**config.mk**
```make
export PLATFORM = sky130hd
export DESIGN_NAME = counter_array
export DESIGN_NICKNAME = d
export VERILOG_FILES = /design/src/counter_array_pkg.sv /design/src/counter_array.sv
export SDC_FILE = /design/constraint.sdc
export NUM_CORES = 1
export LEC_CHECK = 0
export BUFFER_PORTS_ARGS = -buffer_cell sky130_fd_sc_hd__buf_2
export CORE_ASPECT_RATIO = 0.6
export CORE_MARGIN = 4
export CORE_UTILIZATION = 40
export CTS_BUF_LIST = sky130_fd_sc_hd__clkbuf_4 sky130_fd_sc_hd__clkbuf_8
export DETAILED_ROUTE_END_ITERATION = 10
export PLACE_DENSITY = 0.52
export REMOVE_ABC_BUFFERS = 1
export SLEW_MARGIN = 20
export SYNTH_ARGS = -nofsm -noshare
export SYNTH_HDL_FRONTEND = slang
export SYNTH_SLANG_ARGS = --single-unit
```
**constraint.sdc**
```tcl
create_clock -name clk -period 3.3 [get_ports clk]
set_input_delay 0.495 -clock clk [delete_from_list [all_inputs] [get_ports clk]]
set_output_delay 0.495 -clock clk [all_outputs]
set_load 0.02 [all_outputs]
```
**src/counter_array_pkg.sv**
```systemverilog
// Constants, register map and mode codes for the counter array
package counter_array_pkg;
	localparam int MODULE_COUNT = 6;
	localparam int WATCHDOG_MODULE = 5;
	localparam logic [7:0] ADDR_CONTROL = 8'h00;
	localparam logic [7:0] ADDR_MODE = 8'h01;
	localparam logic [7:0] ADDR_COUNT_LOW = 8'h02;
	localparam logic [7:0] ADDR_COUNT_HIGH = 8'h03;
	localparam logic [7:0] ADDR_MODULE_MODE = 8'h10;
	localparam logic [7:0] ADDR_VALUE_LOW = 8'h18;
	localparam logic [7:0] ADDR_VALUE_HIGH = 8'h20;
	// Control register fields
	localparam int CTL_OVERFLOW = 7;
	localparam int CTL_RUN = 6;
	// Array mode register fields
	localparam int MD_IDLE_SUSPEND = 7;
	localparam int MD_WATCHDOG = 6;
	localparam int MD_TB_HI = 3;
	localparam int MD_TB_LO = 1;
	localparam int MD_OVF_IE = 0;
	localparam logic [7:0] MODE_RESET = 8'h40;
	// Module mode register fields
	localparam int MM_WIDE = 7;
	localparam int MM_COMP = 6;
	localparam int MM_RISE = 5;
	localparam int MM_FALL = 4;
	localparam int MM_MATCH = 3;
	localparam int MM_TOGGLE = 2;
	localparam int MM_PWM = 1;
	localparam int MM_IE = 0;
	localparam logic [7:0] MODULE_MODE_RESET = 8'h00;
	localparam logic [7:0] WATCHDOG_MODE_FORCED = 8'h48;
	// Timebase codes
	localparam logic [2:0] TB_DIV12 = 3'h0;
	localparam logic [2:0] TB_DIV4 = 3'h1;
	localparam logic [2:0] TB_TIMER0 = 3'h2;
	localparam logic [2:0] TB_EXT_INPUT = 3'h3;
	localparam logic [2:0] TB_SYSCLK = 3'h4;
	localparam logic [2:0] TB_EXT_OSC = 3'h5;
	localparam logic [2:0] TB_RTC = 3'h6;
	localparam logic [3:0] DIV12_LAST = 4'hb;
	localparam logic [1:0] DIV4_LAST = 2'h3;
	localparam logic [15:0] COUNT_MAX = 16'hffff;
	typedef enum logic [6:0] {
		MODE_IDLE = 7'h01,
		MODE_CAPTURE = 7'h02,
		MODE_SW_TIMER = 7'h04,
		MODE_HS_OUTPUT = 7'h08,
		MODE_FREQ_OUTPUT = 7'h10,
		MODE_PWM8 = 7'h20,
		MODE_WIDE_PWM_SELECT = 7'h40
	} module_mode_type;
endpackage

```
**src/counter_array.sv**
```systemverilog
// Counter array: 16-bit timebase counter with six capture/compare modules
//
// Added by the designer: strobed register access and the placing of the registers.
`timescale 1ns/1ps
module counter_array
	import counter_array_pkg::*;
(
	input wire logic clk,
	input wire logic reset,
	input wire logic [7:0] address,
	input wire logic [7:0] write_data,
	input wire logic write_strobe,
	input wire logic read_strobe,
	output logic [7:0] read_data,
	input wire logic timer0_overflow,
	input wire logic external_count_input,
	input wire logic ext_osc_div8,
	input wire logic rtc_div8,
	input wire logic cpu_idle,
	input wire logic global_interrupt_enable,
	input wire logic array_group_interrupt_enable,
	input wire logic [5:0] module_pin,
	output logic [5:0] module_pin_route,
	output logic interrupt_request
);
	logic [15:0] count_reg;
	logic [7:0] snapshot_reg;
	logic [7:0] array_mode_reg;
	logic counter_run_reg;
	logic counter_overflow_flag_reg;
	logic [5:0] module_event_flag_reg;
	logic [7:0] module_mode_reg [MODULE_COUNT];
	logic [15:0] module_value_reg [MODULE_COUNT];
	logic [3:0] div12_reg;
	logic [1:0] div4_reg;
	logic [2:0] eci_sync_reg;
	logic [2:0] osc_sync_reg;
	logic [2:0] rtc_sync_reg;
	logic [5:0] pin_sync1_reg;
	logic [5:0] pin_sync2_reg;
	logic [5:0] pin_prev_reg;
	logic tick;
	logic advance;
	logic watchdog_on;
	logic [15:0] count_next;
	logic [5:0] capture_hit;
	logic [5:0] match_hit;
	logic wr_control;
	logic wr_mode;
	// Per-module flag enables, gathered so the request logic needs no hierarchy
	logic [5:0] irq_enable_bits;

	function automatic module_mode_type decode_mode(input logic [7:0] m);
		if (m[MM_RISE] || m[MM_FALL])
			decode_mode = (m[MM_MATCH] || m[MM_TOGGLE] || m[MM_PWM]) ? MODE_IDLE : MODE_CAPTURE;
		else if (!m[MM_COMP])
			decode_mode = MODE_IDLE;
		else if (m[MM_PWM] && m[MM_TOGGLE])
			decode_mode = MODE_FREQ_OUTPUT;
		else if (m[MM_PWM])
			decode_mode = m[MM_WIDE] ? MODE_WIDE_PWM_SELECT : MODE_PWM8;
		else if (m[MM_MATCH] && m[MM_TOGGLE])
			decode_mode = MODE_HS_OUTPUT;
		else if (m[MM_MATCH])
			decode_mode = MODE_SW_TIMER;
		else
			decode_mode = MODE_IDLE;
	endfunction

	assign watchdog_on = array_mode_reg[MD_WATCHDOG];
	assign wr_control = write_strobe && address == ADDR_CONTROL;
	assign wr_mode = write_strobe && address == ADDR_MODE;

	// Prescalers run free; they are cheap and keep tick phase simple
	always_ff @(posedge clk)
	begin
		if (reset || div12_reg == DIV12_LAST)
			div12_reg <= 4'h0;
		else
			div12_reg <= div12_reg + 4'h1;
	end

	always_ff @(posedge clk)
	begin
		if (reset)
			div4_reg <= 2'h0;
		else
			div4_reg <= div4_reg + 2'h1;
	end

	always_ff @(posedge clk)
	begin
		if (reset)
		begin
			eci_sync_reg <= 3'h0;
			osc_sync_reg <= 3'h0;
			rtc_sync_reg <= 3'h0;
		end
		else
		begin
			eci_sync_reg <= {eci_sync_reg[1:0], external_count_input};
			osc_sync_reg <= {osc_sync_reg[1:0], ext_osc_div8};
			rtc_sync_reg <= {rtc_sync_reg[1:0], rtc_div8};
		end
	end

	always_comb
	begin
		case (array_mode_reg[MD_TB_HI:MD_TB_LO])
			TB_DIV12: tick = div12_reg == DIV12_LAST;
			TB_DIV4: tick = div4_reg == DIV4_LAST;
			TB_TIMER0: tick = timer0_overflow;
			TB_EXT_INPUT: tick = eci_sync_reg[2] && !eci_sync_reg[1];
			TB_SYSCLK: tick = 1'b1;
			TB_EXT_OSC: tick = osc_sync_reg[1] && !osc_sync_reg[2];
			TB_RTC: tick = rtc_sync_reg[1] && !rtc_sync_reg[2];
			default: tick = 1'b0;
		endcase
	end

	// Watchdog forces the counter on regardless of run control
	assign advance = tick && (counter_run_reg || watchdog_on)
		&& !(cpu_idle && array_mode_reg[MD_IDLE_SUSPEND]);
	assign count_next = count_reg + 16'h0001;

	always_ff @(posedge clk)
	begin
		if (reset)
			count_reg <= 16'h0000;
		else if (write_strobe && address == ADDR_COUNT_LOW && !watchdog_on)
			count_reg[7:0] <= write_data;
		else if (write_strobe && address == ADDR_COUNT_HIGH && !watchdog_on)
			count_reg[15:8] <= write_data;
		else if (advance)
			count_reg <= count_next;
	end

	always_ff @(posedge clk)
	begin
		if (reset)
			snapshot_reg <= 8'h00;
		else if (read_strobe && address == ADDR_COUNT_LOW)
			snapshot_reg <= count_reg[15:8];
	end

	always_ff @(posedge clk)
	begin
		if (reset)
			array_mode_reg <= MODE_RESET;
		else if (wr_mode)
		begin
			array_mode_reg[MD_WATCHDOG] <= write_data[MD_WATCHDOG];
			array_mode_reg[MD_OVF_IE] <= write_data[MD_OVF_IE];
			if (!watchdog_on)
			begin
				array_mode_reg[MD_IDLE_SUSPEND] <= write_data[MD_IDLE_SUSPEND];
				array_mode_reg[MD_TB_HI:MD_TB_LO] <= write_data[MD_TB_HI:MD_TB_LO];
			end
		end
	end

	always_ff @(posedge clk)
	begin
		if (reset)
			counter_run_reg <= 1'b0;
		else if (wr_control)
			counter_run_reg <= write_data[CTL_RUN];
	end

	// Hardware set wins over a same-cycle software clear
	always_ff @(posedge clk)
	begin
		if (reset)
			counter_overflow_flag_reg <= 1'b0;
		else if (advance && count_reg == COUNT_MAX)
			counter_overflow_flag_reg <= 1'b1;
		else if (wr_control)
			counter_overflow_flag_reg <= write_data[CTL_OVERFLOW];
	end

	always_ff @(posedge clk)
	begin
		if (reset)
		begin
			pin_sync1_reg <= 6'h00;
			pin_sync2_reg <= 6'h00;
			pin_prev_reg <= 6'h00;
		end
		else
		begin
			pin_sync1_reg <= module_pin;
			pin_sync2_reg <= pin_sync1_reg;
			pin_prev_reg <= pin_sync2_reg;
		end
	end

	genvar n;
	generate
		for (n = 0; n < MODULE_COUNT; n++)
		begin : modules
			module_mode_type mode;
			logic [7:0] mode_eff;
			assign mode_eff = (n == WATCHDOG_MODULE && watchdog_on) ? WATCHDOG_MODE_FORCED : module_mode_reg[n];
			assign mode = decode_mode(mode_eff);
			assign capture_hit[n] = mode == MODE_CAPTURE
				&& ((mode_eff[MM_RISE] && pin_sync2_reg[n] && !pin_prev_reg[n])
				|| (mode_eff[MM_FALL] && !pin_sync2_reg[n] && pin_prev_reg[n]));
			assign match_hit[n] = mode == MODE_SW_TIMER && advance
				&& count_next == module_value_reg[n];
			assign module_pin_route[n] = mode != MODE_IDLE;
			assign irq_enable_bits[n] = mode_eff[MM_IE];

			always_ff @(posedge clk)
			begin
				if (reset)
					module_mode_reg[n] <= MODULE_MODE_RESET;
				else if (write_strobe && address == ADDR_VALUE_LOW + 8'(n))
					module_mode_reg[n][MM_COMP] <= 1'b0;
				else if (write_strobe && address == ADDR_VALUE_HIGH + 8'(n))
					module_mode_reg[n][MM_COMP] <= 1'b1;
				else if (write_strobe && address == ADDR_MODULE_MODE + 8'(n)
					&& !(n == WATCHDOG_MODULE && watchdog_on))
					module_mode_reg[n] <= write_data;
			end

			always_ff @(posedge clk)
			begin
				if (reset)
					module_value_reg[n] <= 16'h0000;
				else if (capture_hit[n])
					module_value_reg[n] <= count_reg;
				else if (write_strobe && address == ADDR_VALUE_LOW + 8'(n))
					module_value_reg[n][7:0] <= write_data;
				else if (write_strobe && address == ADDR_VALUE_HIGH + 8'(n))
					module_value_reg[n][15:8] <= write_data;
			end

			always_ff @(posedge clk)
			begin
				if (reset)
					module_event_flag_reg[n] <= 1'b0;
				else if (capture_hit[n] || match_hit[n])
					module_event_flag_reg[n] <= 1'b1;
				else if (wr_control)
					module_event_flag_reg[n] <= write_data[n];
			end

		end
	endgenerate

	always_comb
	begin
		interrupt_request = global_interrupt_enable && array_group_interrupt_enable
			&& ((counter_overflow_flag_reg && array_mode_reg[MD_OVF_IE])
			|| |(module_event_flag_reg & irq_enable_bits));
	end

	always_ff @(posedge clk)
	begin
		if (reset)
			read_data <= 8'h00;
		else if (!read_strobe)
			read_data <= 8'h00;
		else
		begin
			read_data <= 8'h00;
			if (address == ADDR_CONTROL)
				read_data <= {counter_overflow_flag_reg, counter_run_reg, module_event_flag_reg};
			else if (address == ADDR_MODE)
				read_data <= array_mode_reg;
			else if (address == ADDR_COUNT_LOW)
				read_data <= count_reg[7:0];
			else if (address == ADDR_COUNT_HIGH)
				read_data <= snapshot_reg;
			else
				for (int k = 0; k < MODULE_COUNT; k++)
				begin
					if (address == ADDR_MODULE_MODE + 8'(k))
						read_data <= module_mode_reg[k];
					if (address == ADDR_VALUE_LOW + 8'(k))
						read_data <= module_value_reg[k][7:0];
					if (address == ADDR_VALUE_HIGH + 8'(k))
						read_data <= module_value_reg[k][15:8];
				end
		end
	end
endmodule

```
Word-level counts from Yosys, hierarchy flattened
Memory sizes are Yosys's and may differ from the RTL's.
Cells that the tools add are included.
{"block": "totals", "ff_bits": 79, "ramBits": 144, "in_bits": 33, "elab_cells": 556, "mem_count": 2}
{"name": "module_value_reg", "words": 6, "width": 16, "read_ports": 6, "rd_ports_with_merged_regs": 0, "write_ports": 6, "line": "counter_array.sv:33", "source": "logic [15:0] module_value_reg [MODULE_COUNT];"}
{"name": "module_mode_reg", "words": 6, "width": 8, "read_ports": 6, "rd_ports_with_merged_regs": 0, "write_ports": 6, "line": "counter_array.sv:32", "source": "logic [7:0] module_mode_reg [MODULE_COUNT];"}
{"block": "classes", "add_sub_neg": 3, "n_eq_ne": 55, "n_mux": 266, "bitwise_logic": 52, "reduce_logical": 156}
{"op": "$mux 8", "count": 38}
{"op": "$mux 7", "count": 30}
{"op": "$mux 1", "count": 166}
{"op": "$mux 16", "count": 7}
{"op": "$eq 16x16->1", "count": 6}
{"op": "$eq 8x5->1 const B", "count": 12}
{"op": "$logic_and 1x1->1", "count": 90}
{"op": "$eq 8x6->1 const B", "count": 6}
{"op": "$or 1x1->1", "count": 48}
{"op": "$eq 7x2->1 const B", "count": 6}
{"op": "$eq 7x3->1 const B", "count": 6}
{"op": "$ne 7x1->1 const B", "count": 6}
{"op": "$mux 6", "count": 6}
{"op": "$logic_or 1x1->1", "count": 33}
{"op": "$mux 4", "count": 6}
{"op": "$mux 3", "count": 6}
{"op": "$reduce_bool 2->1", "count": 9}
{"op": "$logic_not 1->1", "count": 17}
{"op": "$add 16x1->16 const B", "count": 1}
{"op": "$eq 16x16->1 const B", "count": 1}
{"op": "$eq 8x2->1 const B", "count": 2}
{"op": "$mux 2", "count": 6}
{"op": "$eq 3x3->1 const B", "count": 3}
{"op": "$eq 8x1->1 const B", "count": 1}
{"op": "other kinds (15)", "count": 20}

Logic depth before layout (Yosys ltp)
{"block": "logic_depth", "ltp_word": 23, "mapped_depth": 10}

Worst setup path before layout
No wires, ideal clock.
{"block": "synth_path", "path_kind": "input to register", "from": "in address[1]", "to": "mem module_mode_reg[2][6], enable pin", "arrival_ns": 2.211, "setup_slack_ns": 0.796, "path_stages": 7, "cell_sequence": "buf_2 -> or4b_2 -> clkbuf_1 -> nor2_1 -> clkbuf_1 -> a21o_1 -> nand2b_1"}
{"item": "start: declaration", "line": "counter_array.sv:10", "source": "input wire logic [7:0] address,"}
{"item": "end: declaration", "line": "counter_array.sv:32"}

Worst setup path in the final report
{"block": "layout_path", "from": "reg count_reg[7]", "to": "reg module_event_flag_reg[2]"}
{"block": "layout_between", "elab_chain_len": 5, "elab_cells_between_ends": 6, "cone_classes": "add/sub: 1; eq/ne: 1; mux: 1; reduce/logical: 3"}
{"item": "start: declaration", "line": "counter_array.sv:26", "source": "logic [15:0] count_reg;"}
{"item": "start signal: assignment", "line": "counter_array.sv:131", "source": "count_reg[7:0] <= write_data;"}
{"item": "start signal: assignment", "line": "counter_array.sv:135", "source": "count_reg <= count_next;"}
{"item": "$add 16x1->16 (*)", "line": "counter_array.sv:124", "source": "assign count_next = count_reg + 16'h0001;"}
{"item": "$eq 16x16->1 (*)", "line": "counter_array.sv:209", "source": "&& count_next == module_value_reg[n];"}
{"item": "$logic_and 1x1->1 (*)", "line": "counter_array.sv:209"}
{"item": "$logic_or 1x1->1 (*)", "line": "counter_array.sv:242", "source": "else if (capture_hit[n] || match_hit[n])"}
{"item": "$mux 1 / $reduce_bool 2->1 (equally long branches)"}
{"item": "end signal: indexed assignment", "line": "counter_array.sv:245", "source": "module_event_flag_reg[n] <= write_data[n];"}
{"item": "end: declaration", "line": "counter_array.sv:31", "source": "logic [5:0] module_event_flag_reg;"}
Mark *: on every way between the ends. The rest lies on a longest branch, timed or not.
A chain may end at the register's enable or synchronous reset.

==> metrics <==
async set or reset register ratio after synthesis=0%; EDFF count, synth=144; initial antenna violation count=5; clock sinks=223; leakage power=~5.8 nW; clock-pin slew on the worst setup and hold paths=0.07 ns; Total GRT Usage=33.3%; RD Place Congestion=1.02; Yosys top cell by area=edfxtp_1; Cell Area, Synth=14100 µm²; sequential area share after synthesis=approximately two fifths; Clock Tree Buf Depth=3; DR pass1 iterations=8; Avg Inst Size Synth=9.45 µm²; Layout area overhead=13.0%; most frequent cells in the layout=150 x nand2_1, 144 x edfxtp_1, 106 x buf_4; Pwr Total=between 0.006 and 0.007 W; Die Height=~150 µm; Final Critical Period=between 3 and 4 ns; Hold Crit Depth=2; PD cells=399 nW/µm²; fraction of layout cells with a size suffix above 1=roughly 16%; Final Util=46.6%; YS warnings=0; hold_ws=0.129 ns; unrepaired setup endpoints after global routing=no; Clock Skews=0.0342 ns; first-pass GRT wire length=92.7 mm; post-cts gate resize count=0; Yosys reg bits=between 200 and 250; H-tree depth=2; Starting Density=around 41%; std cell rows=52; commonest non-fill, non-tap cell in the layout=nand2_1; Hold Vio Cnt, Final=0; nets@finish=1582; vias in the first global route=12400; CTS tree=done; Fmax achieved=314 MHz; R2R cell count=7; top cell type's share of synthesized area=a little under a third; Top FF cell, synth=edfxtp_1; Final Slew Violations=0; cells after synthesis=~1500; Initial DRC Count=1991; Critical Path Fanout Max=11; max reg flops=96; Hold Crit Class=primary input to register; worst slew pin tran=roughly 0.96 ns; overall routed net length=around 66 mm; Die ar.=38500 µm²; largest net degree at the start of global routing=48; die width=251 µm; Worst Setup End Kind=register; Worst-Skew Late Latency=0.57 ns; CP Launch Type=register; max_cap viols=0; Worst EP arrival=3.67 ns; final setup fails=0; largest cells by area after synthesis=edfxtp_1 31%, dfxtp_1 11%, a22o_1 5.2%, nand2_1 4.0%, xnor3_1 3.7%; Setup Fix Bufs, Post-CTS=0; Max transition margin=35.1%; WP data required=3.79 ns; GRT overflow=0; routed length per instance=32.6 µm; num ports=48; Worst Setup Path Type=register to register; final setup margin=0.119 ns; DRC=0; port buffer count=47; crit share post-route=96.4%; DP Wirelength=48.3 mm; Worst VDD drop=between 0.2 and 0.25 mV; Root Buffer=clkbuf_8; Post-DRT Antenna Nets=0; distinct cell type count after synthesis=87; Hold-fix buffers, CTS=0; vias per cell=6.69; run status=finished clean; total core area=34200 µm²; via count=13600; CTS Buf Count=37; pre-CTS setup slack=0.268 ns
through the flow:
| step | setup TNS [ns] | instances | instance area [µm²] |
|---|---|---|---|
| 2_1_floorplan | -54.42 | 1353 | 13500 |
| 3_3_place_gp | 0 | 1966 | 15200 |
| 3_5_place_dp | 0 | 1966 | 15200 |
| 4_1_cts | 0 | 2031 | 16000 |
| 5_1_grt | 0 | 2032 | 16000 |
| 6_report | 0 | 2033 | 16000 |
worst max-delay path, stage by stage (launching register included):
cell and delay, ns:
dfxtp_1 0.83, nand3_2 0.20, buf_4 0.20, nor4_2 0.73
xnor2_1 0.40, xnor2_1 0.22, nor4_1 0.34, a31o_2 0.20
power by group:
group	switching [W]	internal (W)	total, W
clock	0.00125	0.00144	0.00268
sequential	0.000140	0.00307	0.00321
combinational	0.000323	0.000155	0.000478
cell usage after synthesis, types with 11 or more instances:
cell	count
edfxtp_1	144
nor2b_1	43
a21oi_1	74
xnor3_1	23
a221oi_1	14
a31oi_1	19
buf_2	23
nor4_1	13
nor2_1	80
o22ai_1	16
dfxtp_1	79
a22o_1	84
and2_1	22
nand3_1	53
nand4_1	18
and3_1	62
nor3_1	31
o211ai_1	17
inv_1	16
o21ai_0	57
xnor2_1	56
buf_1	11
nand2_1	150
xor2_1	29
clkbuf_1	101
a211oi_1	12
a2111oi_0	12
nand3b_1	19
nand2b_1	15
path summary, 6_finish.rpt:
path | from | end | slack, ns
setup / recovery | count_reg[7] | module_event_flag_reg[2] | 0.12
hold / removal | module_pin[5] | pin_sync1_reg[5] | 0.13
setup reg to reg | count_reg[7] | module_event_flag_reg[2] | 0.12
hold reg to reg | div4_reg[0] | div4_reg[0] | 0.42
per-layer routing:
metal | global-route usage, % | wire length (µm)
met4 | 8.87 | 1910
met1 | 51.2 | 29400
met3 | 13.4 | 10100
met5 | 0 | 12
met2 | 42.3 | 24900
final cells by class:
type | count | area, µm²
Clock inverter | 18 | 160
Fill cell | 3361 | 18300
Tap cell | 459 | 574
Multi-Input combinational cell | 1114 | 7590
Timing Repair Buffer | 154 | 1070
Inverter | 16 | 60.1
Clock buffer | 47 | 603
Antenna cell | 2 | 5.00
Sequential cell | 223 | 5910
logic make-up (layout without fill, tap and decap cells):
group	count (synthesis)	count (layout)	synth area share, %
AOI/OAI and AO/OA	422	422	21.9
other	0	2	0
buffers and inverters	157	235	4.56
muxes	6	6	0.425
adders and majority gates	3	3	0.266
DFF	223	223	41.8
and+or+nand+nor	574	574	22.0
xor gates and xnor gates	109	109	9.06
(Power assumes the default switching activity.)
